<file path="src/core/pscl_pkg.sv">
// constants for the pin-strap configuration latch
package pscl_pkg;
   // mode and range codes on the two select pins
   localparam logic [1:0] MODE_SOFTWARE = 2'h0;
   localparam logic [1:0] RANGE_2V5 = 2'h1;
   localparam logic [1:0] RANGE_5V = 2'h2;
   localparam logic [1:0] RANGE_10V = 2'h3;
   // interface select level meaning parallel
   localparam logic IFACE_PARALLEL = 1'b0;
   // reset pulse thresholds, in ns, and the clock period
   localparam int CLK_PERIOD_NS = 5;
   localparam int PARTIAL_MIN_NS = 50;
   localparam int FULL_MIN_NS = 1000;
   localparam int SHUTDOWN_MIN_NS = 10000;
   // least times round up
   localparam int PARTIAL_CYC = (PARTIAL_MIN_NS + CLK_PERIOD_NS - 1) / CLK_PERIOD_NS;
   localparam int FULL_CYC = (FULL_MIN_NS + CLK_PERIOD_NS - 1) / CLK_PERIOD_NS;
   localparam int SHUTDOWN_CYC = (SHUTDOWN_MIN_NS + CLK_PERIOD_NS - 1) / CLK_PERIOD_NS;
   localparam int CNT_W = 16;
   // register address map
   localparam logic [3:0] ADDR_CONFIG = 4'h0;
   localparam logic [3:0] ADDR_STATUS = 4'h4;
   localparam logic [3:0] ADDR_CONTROL = 4'h8;
   localparam logic [1:0] RESP_OKAY = 2'h0;
   localparam logic [1:0] RESP_SLVERR = 2'h2;
   localparam logic [31:0] CONTROL_RESET = 32'h0;
   typedef enum logic [1:0] {PSCL_RUN, PSCL_LOW, PSCL_SHUTDOWN} pscl_rst_e;
endpackage : pscl_pkg

</file>
<file path="src/core/pscl_strap_latch.sv">
// strap capture, reset pulse classification and register slave
// How it works
// - high reference strap enables internal reference
// - low reference strap disables internal reference
// - capture reference and sequencer straps at full reset
// - classify reset pulse as full or partial
// - long reset low holds shutdown mode
// - captured sequencer strap low keeps sequencer off
// - captured sequencer strap high enables sequencer
// - code 00 selects software mode
// - hardware codes 01/10/11 pick input range
// - mode decided only at full reset
// - hardware range follows pins live
// - interface strap 0 selects parallel interface
// - burst strap captured at full reset hardware mode
module pscl_strap_latch #(
   parameter int PARTIAL_CYCLES = pscl_pkg::PARTIAL_CYC,
   parameter int FULL_CYCLES = pscl_pkg::FULL_CYC,
   parameter int SHUTDOWN_CYCLES = pscl_pkg::SHUTDOWN_CYC
) (
   input wire logic CLK,
   input wire logic RST_N,
   input wire logic RESET_PIN_N,
   input wire logic REF_SOURCE_SELECT,
   input wire logic SEQUENCER_ENABLE_STRAP,
   input wire logic MODE_RANGE_SELECT_HI,
   input wire logic MODE_RANGE_SELECT_LO,
   input wire logic INTERFACE_SELECT_STRAP,
   input wire logic BURST_STRAP,
   output logic INT_REF_ENABLE,
   output logic SEQUENCER_ENABLE,
   output logic BURST_ENABLE,
   output logic HARDWARE_MODE,
   output logic [1:0] INPUT_RANGE,
   output logic PARALLEL_IFACE,
   output logic SHUTDOWN,
   output logic FULL_RESET_PULSE,
   output logic PARTIAL_RESET_PULSE,
   input wire logic [3:0] S_AXI_AWADDR,
   input wire logic S_AXI_AWVALID,
   output logic S_AXI_AWREADY,
   input wire logic [31:0] S_AXI_WDATA,
   input wire logic [3:0] S_AXI_WSTRB,
   input wire logic S_AXI_WVALID,
   output logic S_AXI_WREADY,
   output logic [1:0] S_AXI_BRESP,
   output logic S_AXI_BVALID,
   input wire logic S_AXI_BREADY,
   input wire logic [3:0] S_AXI_ARADDR,
   input wire logic S_AXI_ARVALID,
   output logic S_AXI_ARREADY,
   output logic [31:0] S_AXI_RDATA,
   output logic [1:0] S_AXI_RRESP,
   output logic S_AXI_RVALID,
   input wire logic S_AXI_RREADY
);
   ////////////////////////////////////////////////////////////////////////////
   // synchronisers: first stage feeds only the second
   logic [6:0] sync1;
   logic [6:0] sync2;
   always_ff @(posedge CLK) begin
      if (!RST_N) begin
         sync1 <= 7'h7f;
         sync2 <= 7'h7f;
      end else begin
         sync1 <= {RESET_PIN_N, REF_SOURCE_SELECT, SEQUENCER_ENABLE_STRAP,
                   MODE_RANGE_SELECT_HI, MODE_RANGE_SELECT_LO,
                   INTERFACE_SELECT_STRAP, BURST_STRAP};
         sync2 <= sync1;
      end
   end
   logic rst_pin_n;
   logic ref_s;
   logic seq_s;
   logic [1:0] sel_s;
   logic par_s;
   logic burst_s;
   assign {rst_pin_n, ref_s, seq_s, sel_s, par_s, burst_s} = sync2;

   ////////////////////////////////////////////////////////////////////////////
   // reset pulse timing
   pscl_pkg::pscl_rst_e state;
   logic [pscl_pkg::CNT_W-1:0] low_cnt;
   logic [pscl_pkg::CNT_W-1:0] partial_thr;
   logic [pscl_pkg::CNT_W-1:0] full_thr;
   logic [pscl_pkg::CNT_W-1:0] shut_thr;
   logic thr_override;
   logic [31:0] control;
   logic full_release;
   logic partial_release;

   // override bit selects the software thresholds; partial field is only 8 bits wide
   assign thr_override = control[0];
   assign partial_thr = thr_override ? {8'h00, control[15:8]}
                                     : pscl_pkg::CNT_W'(PARTIAL_CYCLES);
   assign full_thr = thr_override ? {control[31:16]} : pscl_pkg::CNT_W'(FULL_CYCLES);
   assign shut_thr = pscl_pkg::CNT_W'(SHUTDOWN_CYCLES);

   always_ff @(posedge CLK) begin
      if (!RST_N) begin
         low_cnt <= '0;
      end else if (rst_pin_n) begin
         low_cnt <= '0;
      end else if (low_cnt != {pscl_pkg::CNT_W{1'b1}}) begin
         low_cnt <= low_cnt + 1'b1;
      end
   end

   // pulses shorter than both the partial and the full threshold are treated as glitches
   assign full_release = rst_pin_n && state != pscl_pkg::PSCL_RUN
                         && low_cnt >= full_thr;
   assign partial_release = rst_pin_n && state == pscl_pkg::PSCL_LOW
                            && low_cnt >= partial_thr && low_cnt < full_thr;

   always_ff @(posedge CLK) begin
      if (!RST_N) begin
         state <= pscl_pkg::PSCL_RUN;
      end else begin
         case (state)
            pscl_pkg::PSCL_RUN: begin
               if (!rst_pin_n) begin
                  state <= pscl_pkg::PSCL_LOW;
               end
            end
            pscl_pkg::PSCL_LOW: begin
               if (rst_pin_n) begin
                  state <= pscl_pkg::PSCL_RUN;
               end else if (low_cnt >= shut_thr) begin
                  state <= pscl_pkg::PSCL_SHUTDOWN;
               end
            end
            pscl_pkg::PSCL_SHUTDOWN: begin
               if (rst_pin_n) begin
                  state <= pscl_pkg::PSCL_RUN;
               end
            end
            default: state <= pscl_pkg::PSCL_RUN;
         endcase
      end
   end

   always_ff @(posedge CLK) begin
      if (!RST_N) begin
         FULL_RESET_PULSE <= 1'b0;
         PARTIAL_RESET_PULSE <= 1'b0;
      end else begin
         FULL_RESET_PULSE <= full_release;
         PARTIAL_RESET_PULSE <= partial_release;
      end
   end

   assign SHUTDOWN = (state == pscl_pkg::PSCL_SHUTDOWN);

   ////////////////////////////////////////////////////////////////////////////
   // strap capture at full reset release; defaults until first one
   logic ref_lat;
   logic seq_lat;
   logic hw_lat;
   logic burst_lat;
   logic par_lat;
   always_ff @(posedge CLK) begin
      if (!RST_N) begin
         ref_lat <= 1'b1;
         seq_lat <= 1'b0;
         hw_lat <= 1'b0;
         burst_lat <= 1'b0;
         par_lat <= 1'b0;
      end else if (full_release) begin
         ref_lat <= ref_s;
         seq_lat <= seq_s;
         hw_lat <= (sel_s != pscl_pkg::MODE_SOFTWARE);
         burst_lat <= burst_s;
         par_lat <= par_s;
      end
   end

   always_ff @(posedge CLK) begin
      if (!RST_N) begin
         INT_REF_ENABLE <= 1'b1;
         SEQUENCER_ENABLE <= 1'b0;
         BURST_ENABLE <= 1'b0;
         HARDWARE_MODE <= 1'b0;
         INPUT_RANGE <= pscl_pkg::MODE_SOFTWARE;
         PARALLEL_IFACE <= 1'b1;
      end else begin
         INT_REF_ENABLE <= ref_lat;
         // strap is grounded in software mode, so this stays low there
         SEQUENCER_ENABLE <= seq_lat;
         BURST_ENABLE <= burst_lat && hw_lat;
         HARDWARE_MODE <= hw_lat;
         // range is live; a 00 seen later in hardware mode keeps 00
         INPUT_RANGE <= hw_lat ? sel_s : pscl_pkg::MODE_SOFTWARE;
         PARALLEL_IFACE <= (par_lat == pscl_pkg::IFACE_PARALLEL);
      end
   end

   ////////////////////////////////////////////////////////////////////////////
   // axi4-lite slave
   logic aw_hold;
   logic w_hold;
   logic [3:0] aw_addr;
   logic [31:0] w_data;
   logic [3:0] w_strb;
   assign S_AXI_AWREADY = !aw_hold && !S_AXI_BVALID;
   assign S_AXI_WREADY = !w_hold && !S_AXI_BVALID;

   always_ff @(posedge CLK) begin
      if (!RST_N) begin
         aw_hold <= 1'b0;
         w_hold <= 1'b0;
         aw_addr <= 4'h0;
         w_data <= 32'h0;
         w_strb <= 4'h0;
         S_AXI_BVALID <= 1'b0;
         S_AXI_BRESP <= pscl_pkg::RESP_OKAY;
         control <= pscl_pkg::CONTROL_RESET;
      end else begin
         if (S_AXI_AWVALID && S_AXI_AWREADY) begin
            aw_hold <= 1'b1;
            aw_addr <= S_AXI_AWADDR;
         end
         if (S_AXI_WVALID && S_AXI_WREADY) begin
            w_hold <= 1'b1;
            w_data <= S_AXI_WDATA;
            w_strb <= S_AXI_WSTRB;
         end
         if (aw_hold && w_hold) begin
            aw_hold <= 1'b0;
            w_hold <= 1'b0;
            S_AXI_BVALID <= 1'b1;
            if (aw_addr == pscl_pkg::ADDR_CONTROL) begin
               S_AXI_BRESP <= pscl_pkg::RESP_OKAY;
               for (int i = 0; i < 4; i++) begin
                  if (w_strb[i]) begin
                     control[i*8 +: 8] <= w_data[i*8 +: 8];
                  end
               end
            end else begin
               S_AXI_BRESP <= pscl_pkg::RESP_SLVERR;
            end
         end else if (S_AXI_BVALID && S_AXI_BREADY) begin
            S_AXI_BVALID <= 1'b0;
         end
      end
   end

   assign S_AXI_ARREADY = !S_AXI_RVALID;
   always_ff @(posedge CLK) begin
      if (!RST_N) begin
         S_AXI_RVALID <= 1'b0;
         S_AXI_RDATA <= 32'h0;
         S_AXI_RRESP <= pscl_pkg::RESP_OKAY;
      end else if (S_AXI_ARVALID && S_AXI_ARREADY) begin
         S_AXI_RVALID <= 1'b1;
         S_AXI_RRESP <= pscl_pkg::RESP_OKAY;
         case (S_AXI_ARADDR)
            pscl_pkg::ADDR_CONFIG: S_AXI_RDATA <= {25'h0, PARALLEL_IFACE, INPUT_RANGE,
                                         HARDWARE_MODE, BURST_ENABLE, SEQUENCER_ENABLE,
                                         INT_REF_ENABLE};
            pscl_pkg::ADDR_STATUS: S_AXI_RDATA <= {14'h0, state == pscl_pkg::PSCL_LOW,
                                         SHUTDOWN, low_cnt};
            pscl_pkg::ADDR_CONTROL: S_AXI_RDATA <= control;
            default: begin
               S_AXI_RDATA <= 32'h0;
               S_AXI_RRESP <= pscl_pkg::RESP_SLVERR;
            end
         endcase
      end else if (S_AXI_RREADY) begin
         S_AXI_RVALID <= 1'b0;
      end
   end

   ////////////////////////////////////////////////////////////////////////////
   // assertions
   capture_ref_a: assert property (@(posedge CLK) disable iff (!RST_N)
      full_release |=> ref_lat == $past(ref_s)) else $error("ref strap not captured");
   hold_ref_a: assert property (@(posedge CLK) disable iff (!RST_N)
      !full_release |=> $stable(ref_lat)) else $error("ref strap changed");
   seq_capture_a: assert property (@(posedge CLK) disable iff (!RST_N)
      full_release |=> seq_lat == $past(seq_s))
      else $error("sequencer strap not captured");
   seq_hold_a: assert property (@(posedge CLK) disable iff (!RST_N)
      !full_release |=> $stable(seq_lat))
      else $error("sequencer strap changed");
   ref_out_a: assert property (@(posedge CLK) disable iff (!RST_N)
      FULL_RESET_PULSE |=> INT_REF_ENABLE == $past(ref_s, 2))
      else $error("ref enable wrong");
   seq_out_a: assert property (@(posedge CLK) disable iff (!RST_N)
      !seq_lat |=> !SEQUENCER_ENABLE) else $error("sequencer on");
   seq_on_a: assert property (@(posedge CLK) disable iff (!RST_N)
      seq_lat |=> SEQUENCER_ENABLE) else $error("sequencer off");
   mode_sw_a: assert property (@(posedge CLK) disable iff (!RST_N)
      full_release && sel_s == pscl_pkg::MODE_SOFTWARE |=> ##1 !HARDWARE_MODE)
      else $error("software mode missed");
   range_live_a: assert property (@(posedge CLK) disable iff (!RST_N)
      hw_lat && $stable(hw_lat) |=> INPUT_RANGE == $past(sel_s)) else $error("range stale");
   range_dec_a: assert property (@(posedge CLK) disable iff (!RST_N)
      hw_lat && (sel_s == pscl_pkg::RANGE_2V5 || sel_s == pscl_pkg::RANGE_5V
         || sel_s == pscl_pkg::RANGE_10V) |=> INPUT_RANGE == $past(sel_s))
      else $error("hardware range not decoded");
   mode_hold_a: assert property (@(posedge CLK) disable iff (!RST_N)
      !full_release |=> $stable(hw_lat)) else $error("mode changed");
   burst_capture_a: assert property (@(posedge CLK) disable iff (!RST_N)
      full_release |=> burst_lat == $past(burst_s))
      else $error("burst strap not captured");
   burst_gate_a: assert property (@(posedge CLK) disable iff (!RST_N)
      !hw_lat |=> !BURST_ENABLE)
      else $error("burst outside hardware mode");
   shutdown_a: assert property (@(posedge CLK) disable iff (!RST_N)
      state == pscl_pkg::PSCL_LOW && !rst_pin_n && low_cnt >= shut_thr |=> SHUTDOWN)
      else $error("shutdown missed");
   shut_hold_a: assert property (@(posedge CLK) disable iff (!RST_N)
      SHUTDOWN && !rst_pin_n |=> SHUTDOWN)
      else $error("shutdown left early");
   classify_a: assert property (@(posedge CLK) disable iff (!RST_N)
      !(full_release && partial_release)) else $error("both reset kinds");
   short_ign_a: assert property (@(posedge CLK) disable iff (!RST_N)
      rst_pin_n && state == pscl_pkg::PSCL_LOW && low_cnt < partial_thr && low_cnt < full_thr
         |=> !FULL_RESET_PULSE && !PARTIAL_RESET_PULSE)
      else $error("short pulse classified");
   partial_keep_a: assert property (@(posedge CLK) disable iff (!RST_N)
      partial_release |=> $stable(ref_lat) && $stable(seq_lat) && $stable(hw_lat))
      else $error("partial reset recaptured straps");
   par_a: assert property (@(posedge CLK) disable iff (!RST_N)
      !par_lat |=> PARALLEL_IFACE) else $error("parallel not selected");
   par_hold_a: assert property (@(posedge CLK) disable iff (!RST_N)
      !full_release |=> $stable(par_lat))
      else $error("interface strap changed");
   sync_delay_a: assert property (@(posedge CLK) disable iff (!RST_N)
      $past(RST_N) && $past(RST_N, 2) |-> rst_pin_n == $past(RESET_PIN_N, 2))
      else $error("reset pin not synchronised");
   bvalid_hold_a: assert property (@(posedge CLK) disable iff (!RST_N)
      S_AXI_BVALID && !S_AXI_BREADY |=> S_AXI_BVALID && $stable(S_AXI_BRESP))
      else $error("write response dropped");
   rvalid_hold_a: assert property (@(posedge CLK) disable iff (!RST_N)
      S_AXI_RVALID && !S_AXI_RREADY |=> S_AXI_RVALID && $stable(S_AXI_RDATA))
      else $error("read data dropped");

   ////////////////////////////////////////////////////////////////////////////
   // covers for the main scenarios
   full_c: cover property (@(posedge CLK) disable iff (!RST_N) FULL_RESET_PULSE);
   partial_c: cover property (@(posedge CLK) disable iff (!RST_N) PARTIAL_RESET_PULSE);
   shut_c: cover property (@(posedge CLK) disable iff (!RST_N) SHUTDOWN);
   hw_c: cover property (@(posedge CLK) disable iff (!RST_N) HARDWARE_MODE && BURST_ENABLE);
   range10_c: cover property (@(posedge CLK) disable iff (!RST_N)
      HARDWARE_MODE && INPUT_RANGE == pscl_pkg::RANGE_10V);
endmodule : pscl_strap_latch

</file>
<file path="config.mk">
export PLATFORM = sky130hd
export DESIGN_NAME = pscl_strap_latch
export DESIGN_NICKNAME = d
export VERILOG_FILES = /design/src/core/pscl_pkg.sv /design/src/core/pscl_strap_latch.sv
export SDC_FILE = /design/constraint.sdc
export NUM_CORES = 1
export LEC_CHECK = 0
export BUFFER_PORTS_ARGS = -buffer_cell sky130_fd_sc_hd__buf_2
export CAP_MARGIN = 20
export CORE_ASPECT_RATIO = 0.7
export CORE_MARGIN = 2
export CORE_UTILIZATION = 50
export DETAILED_ROUTE_END_ITERATION = 7
export PLACE_DENSITY = 0.82
export SLEW_MARGIN = 5
export SYNTH_ARGS = -nofsm -noshare
export SYNTH_HDL_FRONTEND = slang
export SYNTH_SLANG_ARGS = --single-unit
</file>
<file path="constraint.sdc">
create_clock -name CLK -period 4.2 [get_ports CLK]
set_input_delay 1.26 -clock CLK [delete_from_list [all_inputs] [get_ports CLK]]
set_output_delay 1.26 -clock CLK [all_outputs]
set_load 0.1 [all_outputs]
</file>
; Word level (Yosys, flattened, before mapping)
; Cells that the tools add are included.
; Widths: inputs -> output; s select.
[totals]
reg_bits = 158
inputBits = 58
out_inout_bits = 51
[classes]
addsub = 1
n_lt_le_gt_ge = 4
n_eq_ne = 9
mux = 14
bitwise_logic = 2
n_reduce_logical = 32
[ops]
columns = operator, n
row1 = $pmux 32 s3, 1
row2 = $add 16x1->16 const B, 1
row3 = $ge 16x11->1 const B, 1
row4 = $ge 16x16->1, 1
row5 = $ge 16x8->1, 1
row6 = $lt 16x16->1, 1
row7 = $mux 16, 1
row8 = $ne 16x16->1 const B, 1
row9 = $reduce_and 3->1, 5
row10 = $logic_and 1x1->1, 13
row11 = $mux 2, 6
row12 = $eq 4x4->1 const B, 2
row13 = $mux 8, 1
row14 = $reduce_bool 2->1, 4
row15 = $pmux 2 s3, 1
row16 = $eq 4x3->1 const B, 1
row17 = $logic_not 1->1, 4
row18 = $logic_not 4->1, 1
row19 = $mux 1, 4
row20 = $reduce_or 2->1, 2
row21 = $ne 3x3->1 const B, 1
row22 = $reduce_or 3->1, 1
row23 = $eq 2x1->1 const B, 1
row24 = $eq 2x2->1 const B, 1
row25 = 5 further kinds, 6

; Logic depth before layout (Yosys ltp)
[logic_depth]
ltp_word = 4
ltp_mapped = 10
depth_no_buf = 8

; Least setup slack after synthesis
; Ideal clock, no wire load.
[synth_path]
kind = reg-to-output
from = register S_AXI_BVALID
to = output port S_AXI_WREADY
arrival_time_ns = 2.114
required_time_ns = 2.940
setup_slack_ns = 0.826
stages_incl_launch_ff = 2
path_buffers = 0
path_cell_list = dfxtp_1 > nor2_1
[synth_between]
elab_chain_cells = 2
[synth_lines]
columns = element, line
row1 = "start, declared", pscl_strap_latch.sv:47  ; output logic S_AXI_BVALID,
row2 = "start signal, assigned", pscl_strap_latch.sv:214  ; S_AXI_BVALID <= 1'b0;
row3 = "start signal, assigned", pscl_strap_latch.sv:230  ; S_AXI_BVALID <= 1'b1;
row4 = "start signal, assigned", pscl_strap_latch.sv:242  ; S_AXI_BVALID <= 1'b0;
row5 = $logic_not 1->1, pscl_strap_latch.sv:205  ; assign S_AXI_WREADY = !w_hold && !S_AXI_BVALID;
row6 = $logic_and 1x1->1, pscl_strap_latch.sv:205
row7 = "end, declared", pscl_strap_latch.sv:45  ; output logic S_AXI_WREADY,
; No other way between the ends.

; Worst setup path in the final report
[layout_path]
from = register state[1]
to = output port SHUTDOWN
[layout_between]
elab_chain_cells = 1
[layout_lines]
columns = element, line
row1 = "start, declared", pscl_strap_latch.sv:82  ; pscl_pkg::pscl_rst_e state;
row2 = "start signal, assigned", pscl_strap_latch.sv:117  ; state <= pscl_pkg::PSCL_RUN;
row3 = "start signal, assigned", pscl_strap_latch.sv:122  ; state <= pscl_pkg::PSCL_LOW;
row4 = "start signal, assigned", pscl_strap_latch.sv:127  ; state <= pscl_pkg::PSCL_RUN;
row5 = $eq 2x2->1, pscl_strap_latch.sv:152  ; assign SHUTDOWN = (state == pscl_pkg::PSCL_SHUTDOWN);
row6 = "end, declared", pscl_strap_latch.sv:36  ; output logic SHUTDOWN,
; No other way between the ends.

==> results.sh <==
export IMPL_asyncSetResetFlopFracSynth=0
export IMPL_period_needed_ns=2.93
export IMPL_ctsResizeCount=0
export IMPL_place_gp_congestion=0.949
export IMPL_fin_tns_setup_ns=0
export IMPL_path_max_fanout=5
export IMPL_worst_ir_drop_vdd_uv=298
export IMPL_avgSynthCellArea_um2=8.85
export IMPL_num_vias=5541
export IMPL_worst_r2r_path_depth=8
export IMPL_cts_setup_buffers=0
export IMPL_post_synth_inst_count=763
export IMPL_grt_start_max_net_pins=132
export IMPL_stdcell_count=1046
export IMPL_synthesis_yosys_warnings=0
export IMPL_outcome="finished clean"
export IMPL_grt_remaining_overflow=0
export IMPL_place_port_buffers=106
export IMPL_clock_input_transition_at_the_sequential_cells_of_the_worst_setup_and_hold_paths_ns=0.06
export IMPL_dp_hpwl_um=10800
export IMPL_post_dp_cell_area_mm2=0.00733
export IMPL_min_path_cells=1
export IMPL_vias_in_the_first_global_route=4999
export IMPL_achievable_frequency_mhz=341
export IMPL_clock_sinks=156
export IMPL_finalMaxSlewViolations=0
export IMPL_crit_type="reg2out"
export IMPL_hold_path_class="reg2reg"
export IMPL_count_of_flip_flops_with_a_built_in_enable_after_synthesis=0
export IMPL_grt_pass1_wl_um=25500
export IMPL_die_w_um=143
export IMPL_clock_buffers_created_by_tritoncts=17
export IMPL_yosys_cell_types_count=57
export IMPL_route_antenna_remaining_nets=0
export IMPL_chipHeight_um=101
export IMPL_detail_route_drc_violations=0
export IMPL_synth_yosys_seq_area_share=0.462
export IMPL_ff_latch_area_mm2=0.00312
export IMPL_detail_route_wirelength_um=15800
export IMPL_grt_total_usage=0.227
export IMPL_htree_num_levels=4
export IMPL_rr_endpoint="seq_lat$_SDFFE_PN0P_"
export IMPL_finalClockSkew_ns=0.0125
export IMPL_finish_instance_area_mm2=0.00800
export IMPL_core_rowCount=35
export IMPL_number_of_placed_instances_taps_included=1011
export IMPL_synthesis_area_mm2=0.00676
export IMPL_total_leakage_power_uw=0.00313
export IMPL_cts_hold_fix_buffers=0
export IMPL_final_routed_wire_length_divided_by_cell_count_um=15.1
export IMPL_critPathCaptureType="output port"
export IMPL_timing_max_slew_rel_slack=0.290
export IMPL_critical_path_top_delay_family="buffers and inverters"
export IMPL_dieArea_mm2=0.0145
export IMPL_grt_antenna_before_repair=0
export IMPL_cp_start_kind="flip-flop"
export IMPL_max_cap_violations=0
export IMPL_number_of_top_level_design_ports=109
export IMPL_hold_worst_slack_ns=0.403
export IMPL_most_common_layout_cells="178 x nand2_1, 156 x dfxtp_1, 106 x buf_2"
export IMPL_clk_path_buf_depth=2
export IMPL_worst_hold_path_endpoint="PARALLEL_IFACE$_SDFF_PN1_"
export IMPL_synth_ff_latch_count=156
export IMPL_crit_cells=2
export IMPL_fillCellCount=1130
export IMPL_initial_core_util=0.512
export IMPL_insertedDiodeCount=0
export IMPL_drive_gt1_frac=0.188
export IMPL_worst_endpoint_required_ns=2.94
export IMPL_cp_data_arrival_time_ns=1.67
export IMPL_core_region_area_mm2=0.0132
export IMPL_hold_path_startpoint="par_lat$_SDFFE_PN0P_"
export IMPL_multi_input_gate_area_mm2=0.00337
export IMPL_mostFrequentLayoutCell="nand2_1"
export IMPL_worstPathBufferInverterCount=1
export IMPL_timing_critical_path_cells="nor2b_1 -> buf_2"
export IMPL_yosys_area_top_type_share=0.462
export IMPL_final_util=0.607
export IMPL_drt_iter0_drc=464
export IMPL_rr_startpoint="control[0]$_SDFFE_PN0P_"
export IMPL_area_growth_synth_to_final_pct=18.4
export IMPL_timing_worst_slew_pin_value_ns=1.06
export IMPL_ff2ff_setup_slack_ns=1.65
export IMPL_detail_route_vias_per_cell=5.30
export IMPL_pwr_density_mw_per_mm2=409
export IMPL_hold_violations=0
export IMPL_tritoncts="done"
export IMPL_post_synth_top_area_cell="dfxtp_1"
export IMPL_drt_first_pass_iters=8
export IMPL_yosys_top_cells_area="dfxtp_1 46%, nand2_1 9.9%, a21boi_0 7.9%, ha_1 4.8%, nand3_1 4.1%"
export IMPL_timing_final_crit_share=0.698
export IMPL_synth_top_flop_cell="dfxtp_1"
export IMPL_finalSetupViolCount=0
export IMPL_clkLatencyLatePin_ns=0.43
export IMPL_cts_root_buffer="clkbuf_16"
export IMPL_slowest_cell_delay_on_critical_path_ns=0.50
export IMPL_final_nets=932
export IMPL_critical_path_slowest_cell="buf_2"
export IMPL_grt_setup_unrepaired="no"
-- final cells by class --
type | count | share of cell area
Clock buffer | 19 | 0.0567
Clock inverter | 13 | 0.0164
Inverter | 7 | 0.00329
Multi-Input combinational cell | 553 | 0.422
Sequential cell | 156 | 0.391
Tap cell | 185 | 0.0290
Timing Repair Buffer | 113 | 0.0820
-- how the worst max path moves through the flow --
stage / start / to
5_1_grt: state[1]$_SDFFE_PN0P_ / SHUTDOWN
6_report: state[1]$_SDFFE_PN0P_ / SHUTDOWN
2_1_floorplan: S_AXI_BVALID$_SDFFE_PN0P_ / S_AXI_WREADY
3_3_place_gp: S_AXI_ARADDR[1] / S_AXI_RDATA[20]$_SDFFE_PN0P_
4_1_cts: state[1]$_SDFFE_PN0P_ / SHUTDOWN
3_5_place_dp: S_AXI_ARADDR[1] / S_AXI_RDATA[20]$_SDFFE_PN0P_
-- stage by stage --
stage / setup slack, ns / total power (µW)
after floorplan: 0.826 / 1730
after global placement: 1.26 / 1780
after detailed placement: 1.21 / 1780
after CTS: 1.29 / 3270
after global routing: 1.23 / 3380
final: 1.27 / 3270
-- sequential cells by signal, indices dropped and copies added (netlist names), 2 cells and up --
name	count
sync1	7
INPUT_RANGE	2
aw_addr	4
w_data	32
sync2	7
low_cnt	16
w_strb	4
S_AXI_RDATA	32
state	2
control	32
-- layer usage --
layer	wire, µm	global-route usage	part of all wire
met5	0	0	0
met4	146	0.0571	0.0092
met3	1330	0.0600	0.084
met2	6480	0.325	0.41
met1	7880	0.338	0.50
-- where the power goes --
| group | switching [µW] | internal [µW] | leakage [µW] |
|---|---|---|---|
| logic | 146 | 79.6 | 0.00159 |
| clock network | 642 | 858 | 0.000271 |
| registers | 26.8 | 1520 | 0.00127 |
-- cells by family after synthesis --
kind of cell,after synthesis,share of synthesized area
AO/OA/AOI/OAI,164,0.177
XOR/XNOR,12,0.0156
adder cells (fa/ha/maj),26,0.0482
buffers and inverters,55,0.0387
flip-flops,156,0.462
multiplexers,5,0.00741
other,1,0.000555
AND/OR/NAND/NOR,344,0.250
-- synth_stat cells (4+ instances only) --
library cell,count
dfxtp_1,156
nor3_1,4
xor2_1,9
clkbuf_1,29
o2bb2ai_1,4
a222oi_1,7
buf_4,5
buf_2,10
inv_1,7
nor2b_1,13
o211ai_1,4
a21boi_1,15
nand2_1,178
a21boi_0,71
o21ai_1,15
o21ai_0,8
nand2b_1,22
a22oi_1,11
nand4_1,4
and2_1,23
a21oi_1,14
and3_1,4
nand3_1,56
ha_1,26
mux2i_1,5
nor2_1,20
-- worst reg2reg max path, stage by stage, from the launching register on --
cell and delay (ns):
dfxtp_1 0.88, nand2_1 0.13, ha_1 0.34, nand3_1 0.14, nor3_2 0.22, o211ai_1 0.11, and4b_4 0.24, a21oi_4 0.27
o2bb2ai_1 0.15
Power figures use the tool's default switching activity.
